<file path="src/core/oaxe_map.vh">
// Opcode fields and encodings for the OR and move instruction executer
`ifndef OAXE_MAP_VH
`define OAXE_MAP_VH
`define OAXE_OP_LIT_HI      11
`define OAXE_OP_LIT_LO      8
`define OAXE_OP_LIT_OR      4'hd
`define OAXE_OP_REG_HI      11
`define OAXE_OP_REG_LO      6
`define OAXE_OP_OR_WF       6'h04
`define OAXE_OP_MOVE_F      6'h08
`define OAXE_DEST_BIT       5
`define OAXE_ADDR_HI        4
`define OAXE_ADDR_LO        0
`define OAXE_W_RESET        8'h00
`define OAXE_Z_RESET        1'b0
`define OAXE_WDATA_RESET    8'h00
`define OAXE_STATUS_RESET   8'h00
`define OAXE_ADDR_RESET     5'h00
`define OAXE_STATUS_Z_BIT   2
`endif

</file>
<file path="src/core/oaxe_decode.v">
// Instruction word decoder for the OR and move instructions
`timescale 1ns/10ps
`include "oaxe_map.vh"
module oaxe_decode (
    input  wire [11:0] instr_in,
    output wire        is_lit_or_out,
    output wire        is_or_wf_out,
    output wire        is_move_f_out,
    output wire        dest_file_out,
    output wire [4:0]  addr_out,
    output wire [7:0]  literal_out
);
    assign is_lit_or_out = instr_in[`OAXE_OP_LIT_HI:`OAXE_OP_LIT_LO] == `OAXE_OP_LIT_OR;
    assign is_or_wf_out  = instr_in[`OAXE_OP_REG_HI:`OAXE_OP_REG_LO] == `OAXE_OP_OR_WF;
    assign is_move_f_out = instr_in[`OAXE_OP_REG_HI:`OAXE_OP_REG_LO] == `OAXE_OP_MOVE_F;
    assign dest_file_out = instr_in[`OAXE_DEST_BIT];
    assign addr_out      = instr_in[`OAXE_ADDR_HI:`OAXE_ADDR_LO];
    assign literal_out   = instr_in[7:0];
endmodule

</file>
<file path="src/core/oaxe_exec.v">
// Single-cycle execute stage for literal OR, register OR and register move
`timescale 1ns/10ps
`include "oaxe_map.vh"
module oaxe_exec (
    input  wire        clk_in,
    input  wire        rst_in,
    input  wire        instr_valid_in,
    input  wire [11:0] instr_in,
    input  wire [7:0]  file_rdata_in,
    input  wire [7:0]  status_in,
    output reg  [4:0]  file_addr_out,
    output wire [7:0]  file_wdata_out,
    output wire        file_we_out,
    output wire [7:0]  status_wdata_out,
    output wire        status_we_out,
    output wire [7:0]  work_out,
    output wire        zero_out,
    output wire        done_out
);
    // One-hot operation select
    localparam [3:0] OP_NONE   = 4'h1;
    localparam [3:0] OP_LIT_OR = 4'h2;
    localparam [3:0] OP_OR_WF  = 4'h4;
    localparam [3:0] OP_MOVE_F = 4'h8;

    wire       is_lit_or;
    wire       is_or_wf;
    wire       is_move_f;
    wire       dest_file;
    wire [4:0] addr;
    wire [7:0] literal;

    reg  [3:0] op_sel;
    reg  [7:0] file_opnd;
    reg        fwd_hit;
    reg  [7:0] result;
    reg        hit;
    reg        to_file;

    reg  [7:0] work_ff;
    reg        zero_ff;
    reg  [7:0] file_wdata_ff;
    reg        file_we_ff;
    reg  [4:0] wr_addr_ff;
    reg  [7:0] status_wdata_ff;
    reg        status_we_ff;
    reg        done_ff;

    reg  [7:0] nxt_work;
    reg        nxt_zero;
    reg  [7:0] nxt_file_wdata;
    reg        nxt_file_we;
    reg  [4:0] nxt_wr_addr;
    reg  [7:0] nxt_status_wdata;
    reg        nxt_status_we;
    reg        nxt_done;

    oaxe_decode u_dec (
        .instr_in      (instr_in),
        .is_lit_or_out (is_lit_or),
        .is_or_wf_out  (is_or_wf),
        .is_move_f_out (is_move_f),
        .dest_file_out (dest_file),
        .addr_out      (addr),
        .literal_out   (literal)
    );

    // Zero test of an 8-bit result
    function oaxe_is_zero;
        input [7:0] res;
        begin
            oaxe_is_zero = (res == 8'h00);
        end
    endfunction

    // Status word with only the zero bit replaced
    function [7:0] oaxe_set_z;
        input [7:0] stat;
        input [7:0] res;
        begin
            oaxe_set_z = stat;
            oaxe_set_z[`OAXE_STATUS_Z_BIT] = oaxe_is_zero(res);
        end
    endfunction

    // One-hot operation from the decoded opcode flags
    function [3:0] oaxe_op_of;
        input valid;
        input lit_or;
        input or_wf;
        input move_f;
        begin
            if (!valid) begin
                oaxe_op_of = OP_NONE;
            end else if (lit_or) begin
                oaxe_op_of = OP_LIT_OR;
            end else if (or_wf) begin
                oaxe_op_of = OP_OR_WF;
            end else if (move_f) begin
                oaxe_op_of = OP_MOVE_F;
            end else begin
                oaxe_op_of = OP_NONE;
            end
        end
    endfunction

    // Address goes out combinationally so the file read is in the same cycle
    always @* begin
        file_addr_out = addr;
    end

    // A write still pending to the same file register is forwarded,
    // since the far side commits it only at the next edge
    always @* begin
        fwd_hit   = file_we_ff && (wr_addr_ff == addr);
        file_opnd = file_rdata_in;
        if (fwd_hit) begin
            file_opnd = file_wdata_ff;
        end
    end

    always @* begin
        op_sel  = oaxe_op_of(instr_valid_in, is_lit_or, is_or_wf, is_move_f);
        result  = 8'h00;
        hit     = 1'b0;
        to_file = 1'b0;
        case (op_sel)
            OP_LIT_OR: begin
                result = work_ff | literal;
                hit    = 1'b1;
            end
            OP_OR_WF: begin
                result  = work_ff | file_opnd;
                hit     = 1'b1;
                to_file = dest_file;
            end
            OP_MOVE_F: begin
                result  = file_opnd;
                hit     = 1'b1;
                to_file = dest_file;
            end
            OP_NONE: begin
                result  = 8'h00;
                hit     = 1'b0;
                to_file = 1'b0;
            end
            default: begin
                result  = 8'h00;
                hit     = 1'b0;
                to_file = 1'b0;
            end
        endcase
    end

    always @* begin
        nxt_work         = work_ff;
        nxt_zero         = zero_ff;
        nxt_file_wdata   = result;
        nxt_file_we      = 1'b0;
        nxt_wr_addr      = addr;
        nxt_status_wdata = status_wdata_ff;
        nxt_status_we    = 1'b0;
        nxt_done         = 1'b0;
        if (hit) begin
            if (to_file) begin
                nxt_file_we = 1'b1;
            end else begin
                nxt_work = result;
            end
            nxt_zero         = oaxe_is_zero(result);
            nxt_status_wdata = oaxe_set_z(status_in, result);
            nxt_status_we    = 1'b1;
            nxt_done         = 1'b1;
        end
    end

    always @(posedge clk_in) begin
        if (rst_in) begin
            work_ff <= `OAXE_W_RESET;
            zero_ff <= `OAXE_Z_RESET;
        end else begin
            work_ff <= nxt_work;
            zero_ff <= nxt_zero;
        end
    end

    // Write-back data, strobe and the address they belong to
    always @(posedge clk_in) begin
        if (rst_in) begin
            file_wdata_ff <= `OAXE_WDATA_RESET;
            file_we_ff    <= 1'b0;
            wr_addr_ff    <= `OAXE_ADDR_RESET;
        end else begin
            file_wdata_ff <= nxt_file_wdata;
            file_we_ff    <= nxt_file_we;
            wr_addr_ff    <= nxt_wr_addr;
        end
    end

    always @(posedge clk_in) begin
        if (rst_in) begin
            status_wdata_ff <= `OAXE_STATUS_RESET;
            status_we_ff    <= 1'b0;
            done_ff         <= 1'b0;
        end else begin
            status_wdata_ff <= nxt_status_wdata;
            status_we_ff    <= nxt_status_we;
            done_ff         <= nxt_done;
        end
    end

    assign work_out         = work_ff;
    assign zero_out         = zero_ff;
    assign file_wdata_out   = file_wdata_ff;
    assign file_we_out      = file_we_ff;
    assign status_wdata_out = status_wdata_ff;
    assign status_we_out    = status_we_ff;
    assign done_out         = done_ff;
endmodule

</file>
<file path="config.mk">
export PLATFORM = sky130hd
export DESIGN_NAME = oaxe_exec
export DESIGN_NICKNAME = d
export VERILOG_FILES = /design/src/core/oaxe_decode.v /design/src/core/oaxe_exec.v
export VERILOG_INCLUDE_DIRS = /design/src /design/src/core
export SDC_FILE = /design/constraint.sdc
export NUM_CORES = 1
export LEC_CHECK = 0
export BUFFER_PORTS_ARGS = -buffer_cell sky130_fd_sc_hd__buf_2
export CORE_UTILIZATION = 50
export CTS_CLUSTER_DIAMETER = 120
export DETAILED_ROUTE_END_ITERATION = 6
export MAX_ROUTING_LAYER = met4
export PLACE_DENSITY = 0.8
export SYNTH_ARGS = -nofsm -noshare
export SYNTH_HDL_FRONTEND = slang
export SYNTH_SLANG_ARGS = --single-unit
</file>
<file path="constraint.sdc">
create_clock -name clk_in -period 5.5 [get_ports clk_in]
set_input_delay 0.825 -clock clk_in [delete_from_list [all_inputs] [get_ports clk_in]]
set_output_delay 0.825 -clock clk_in [all_outputs]
set_load 0.01 [all_outputs]
</file>
Yosys cells after proc, flatten, opt, wreduce, memory -nomap -nowiden. Index checks and enable logic that the tools add are counted.

Flip-flop bits (word level): 32. Input bits: 31. Output and inout port bits: 33. Word-level logic and storage cells: 34.

Equal/unequal tests: 7. Multiplexer cells: 10. Bitwise operators: 4. Reduce and logical (&&, ||, !) cells: 6.

Operators with widths (count): $pmux W8 S3 (1); $mux W4 (4); $or A8 B8 Y8 (2); $eq A4 B4 Y1 const B (2); $logic_not A8 Y1 (1); $mux W8 (1); $eq A6 B3 Y1 const B (1); $eq A6 B4 Y1 const B (1); $eq A5 B5 Y1 (1); $eq A4 B2 Y1 const B (1); $eq A4 B3 Y1 const B (1); $mux W1 (4); $reduce_or A2 Y1 (2); $reduce_or A3 Y1 (1); $not A1 Y1 (2); $reduce_and A2 Y1 (1); $logic_and A1 B1 Y1 (1).

Depth between registers and ports, before layout.
Word-level depth: 10. Gate-level depth with buffers: 8. Depth with buffers taken out: 6.

Hierarchy. From an unflattened synthesis, not the netlist that was laid out.

Cell total of the unflattened synthesis: 169. Area, all modules: 1564.0 um^2.

Modules (own cells, without submodules): oaxe_exec (times used 1, cells an instance 151, area an instance 1412.6 um^2, seq. area each 620.6 um^2); oaxe_decode (times used 1, cells an instance 18, area an instance 151.4 um^2, seq. area each 0.0 um^2).

Least setup slack after synthesis. Ideal clock, no wire load.

Kind: input-to-reg. Start: input port instr_in[11]. End: register work_ff[6] (netlist: work_out[6]). Setup time: 0.079 ns. Arrival time: 2.337 ns. Data required time: 5.421 ns. Slack: 3.083 ns. Stages: 8. Buffers on the path: 2. Cells stage by stage: or4_4 buf_6 nor3_4 o21ai_4 a21oi_4 buf_6 nor2_1 a211oi_2.

Cells in the longest elaborated chain, start to end: 10. Elaborated cells on any way between the ends: 17.

RTL lines: start: declaration (line oaxe_exec.v:8) `input wire [11:0] instr_in,`; $eq A6 B4 Y1 (no line); $mux W4 (line oaxe_exec.v:99) `end else if (move_f) begin`; $mux W4 (line oaxe_exec.v:97) `end else if (or_wf) begin`; $mux W4 (*) (line oaxe_exec.v:95) `end else if (lit_or) begin`; $mux W4 (*) (line oaxe_exec.v:93) `if (!valid) begin`; $eq A4 B4 Y1 or $eq A4 B3 Y1 (tied branches) (line oaxe_exec.v:127) `case (op_sel)`; $reduce_or A2 Y1 (no line); $mux W1 (line oaxe_exec.v:127); $not A1 Y1 (no line); $reduce_and A2 Y1 (no line); end signal: assignment (line oaxe_exec.v:179) `` work_ff <= `OAXE_W_RESET; ``; end signal: assignment (line oaxe_exec.v:182) `work_ff <= nxt_work;`; end: declaration (line oaxe_exec.v:40) `reg [7:0] work_ff;`.

Every way passes the cells marked *; elsewhere a longest branch is shown, timed or not. A chain may end at the register's enable or synchronous reset.

Worst setup path in the final report.
Start: input port instr_in[3]. End: register status_wdata_ff[2] (netlist: status_wdata_out[2]).

Cells in the longest elaborated chain, start to end: 6. Elaborated cells on any way between the ends: 7.

RTL lines: $eq A5 B5 Y1 (line oaxe_exec.v:115) `fwd_hit = file_we_ff && (wr_addr_ff == addr);`; $logic_and A1 B1 Y1 (line oaxe_exec.v:115); $mux W8 (line oaxe_exec.v:117) `if (fwd_hit) begin`; $or A8 B8 Y8 (line oaxe_exec.v:133) `result = work_ff | file_opnd;`; $pmux W8 S3 (*) (line oaxe_exec.v:127); $logic_not A8 Y1 (*) (line oaxe_exec.v:72) `oaxe_is_zero = (res == 8'h00);`; end signal: assignment (line oaxe_exec.v:202) `` status_wdata_ff <= `OAXE_STATUS_RESET; ``; end signal: assignment (line oaxe_exec.v:206) `status_wdata_ff <= nxt_status_wdata;`; end: declaration (line oaxe_exec.v:45) `reg [7:0] status_wdata_ff;`.

Marks and branches as above.

==> results.md <==
* Std-Cell Rows at 19
* Clk pin slew, worst setup/hold paths at 90 ps
* Final min period at between 2000 and 3000 ps
* Worst slew pin tran at 660 ps
* Vias per cell at ~5.2
* Sink Count at 31
* Clock latency on the worst-skew pair at between 300 and 400 ps
* Fin. Hold Viols at 0
* Post-CTS Setup Repair Bufs at 0
* Fillers at about 270
* RD Place Congestion at ~0.77
* Max rail drop VDD at between 0.15 and 0.2 mV
* Critical Path AT at 3050 ps
* Async set-reset flop share out of synthesis at 0%
* CP Capture Type: flop
* Fraction of layout cells with a size suffix above 1 at 38.5%
* Reg area at 621 um^2
* Post-synth EDFFs at 0
* Slew Limit Fails at 0
* Vias in the first global route at 1104
* Wirelength per Cell at ~12 um
* Synthesized area at 0.00149 mm^2
* Slowest cell delay on critical path at ~520 ps
* Width of the chip at roughly 57 um
* Nets at 249
* WHS Path Cells at 2
* Leak Pwr at slightly below 0.0009 uW
* Root Buffer Master: clkbuf_4
* Hold Crit Class: reg -> reg
* CTS tree: built
* # DRC at 0
* R2R depth at 6
* Critical path required time at about 5800 ps
* Cell area after placement at approximately 0.0017 mm^2
* Remaining global-route overflow at 0
* Resized Gates After CTS at 0
* Yosys top cell area share at 41.6%
* Fmax at ~360 MHz
* Mapped Nets at 195
* Num CTS Buffers at 5
* Layout area overhead at 19.5%
* Core area at 0.00278 mm^2
* DRT Pass-1 Iters at 4
* 1st-iter DRT viols at 33
* CP Cell Sequence: buf_2 -> xor2_1 -> nor4_1 -> and3_1 -> mux2_2 -> a2111oi_0 -> and4_1
* Mapped Cells at approximately 160
* Inst Count DP at 242
* Dpl hpwl at around 2200 um
* Startpoint Class: input pin
* Largest net degree at the start of global routing at 32
* RSZ-0062 raised after global routing: false
* ANT nets after route at 0
* Post-synth cell types at 36
* PortBufs at 62
* Vias at between 1000 and 1500
* Initial antenna violation count at 0
* Inserted Diodes at 0
* Part of the Yosys area used for sequential elements at between 40% and 50%
* GRT Overall Usage at about a fifth
* CP startpoint: instr_in[3]
* Global-route wire length before repair at 4930 um
* CP max-delay cell: and3_1
* Worst-path maximum fanout at 11
* Ys Warns at 0
* Crit path kind: in -> reg
* Mapped Avg Cell Area at 9.10 um^2
* PwrDens at 233 mW/mm^2
* Max capacitance violation total at 0
* Die area at approximately 0.0032 mm^2
* Highest-count cells in the layout ignoring fill and taps: 62 x buf_2, 40 x nor2_1, 31 x dfxtp_1, 14 x a21oi_1, 9 x mux2i_1
* Period utilization at roughly half
* RR Startpoint: wr_addr_ff[3]
* Status: finished clean
* Synth Register Bits at 31
* Final setup fails at 0
* Design area at approximately 0.0018 mm^2
* Multi-input logic area at roughly 750 um^2
* Largest area contributor in the netlist: dfxtp_1
* Dominant register cell in the synthesized netlist: dfxtp_1
* Final WL at about 3000 um
* I/O Pins at between 60 and 70
* Hold Startpoint: status_wdata_out[7]
* Final TNS setup at 0 ps
* Longest Clk Path Bufs at 2
* Starting Density at between 50% and 60%
* Slew headroom at 55.7%
* Cts hold-fix bufs at 0
* Die height at ~57 um
* H-tree depth at 2
* Cell Count, Final, Fillers Out at roughly 250
* Clock skew at roughly 7.2 ps
* Most common cell after layout, fill and taps aside: buf_2
* Fin Hold WS at approximately 500 ps
* Top cells by area, synth: dfxtp_1 42%, nor2_1 10%, mux2i_1 6.0%
## worst max-delay path, delay by kind of cell
| family | cells | cell delay [ps] |
|---|---|---|
| AND/OR/NAND/NOR | 3 | 1010 |
| AO/OA/AOI/OAI | 1 | 520 |
| multiplexers | 1 | 420 |
| XOR/XNOR | 1 | 160 |
| buffers and inverters | 1 | 120 |
## flip-flops by register name, summed over array words and instances, names as in the netlist
name / cells
done_out: 1
work_out: 8
file_we_out: 1
file_wdata_out: 8
status_wdata_out: 8
wr_addr_ff: 5
## power breakdown
part / switching, uW / total [uW] / leakage (uW) / internal [uW]
clock network: 72.0 / 131 / 0.0000341 / 59.1
logic: 27.7 / 51.3 / 0.000583 / 23.6
registers: 3.15 / 233 / 0.000252 / 230
total: 103 / 416 / 0.000869 / 313
## area by class of cell
cell class / instances / share of cell area (%)
multi-input cells: 117 / 42.3
inverters: 1 / 0.210
clock inverters: 1 / 0.281
well taps: 31 / 2.17
flip-flops and latches: 31 / 34.8
clock buffers: 6 / 2.88
repair buffers: 62 / 17.4
## per-stage QoR
step | total power, uW | util, % | setup slack (ps)
final | 416 | 64.1 | 2720
after global routing | 437 | 64.1 | 2560
after CTS | 418 | 64.1 | 2720
after detailed placement | 290 | 62.1 | 2390
after global placement | 289 | 62.1 | 2450
after floorplan | 270 | - | 3080
## cell families (layout without fill, tap and decap cells)
logic type	after synthesis	after routing	synth area share, %
mux	16	16	11.3
flops	31	31	41.6
buf+inv	16	70	7.88
xor+xnor	6	6	3.52
compound gates	32	32	15.5
simple gates	63	63	20.2
## per-layer routing
layer  track usage, %  part of all wire [%]
met1             27.2                    48
met2             30.4                    44
met3             4.84                   6.6
met4             8.36                  0.89
met5                -                     0
## cells in the mapped netlist (2+ instances only)
library cell,count
and3_1,2
dfxtp_1,31
buf_6,3
nor2_1,40
nor3_1,2
a21oi_1,14
a211oi_1,6
clkbuf_1,2
xor2_1,5
nor2b_1,5
mux2_2,7
nand2_1,5
a211oi_2,2
o21ai_0,2
nor4_1,2
buf_2,2
buf_4,7
mux2i_1,9
## final timing paths
path / slack, ps / end
worst max-delay path: 2720 / status_wdata_out[2]
worst min-delay path: 500 / status_wdata_out[7]
worst max register to register: 3060 / status_wdata_out[2]
worst min register to register: 500 / status_wdata_out[7]
Power figures use the tool's default switching activity.
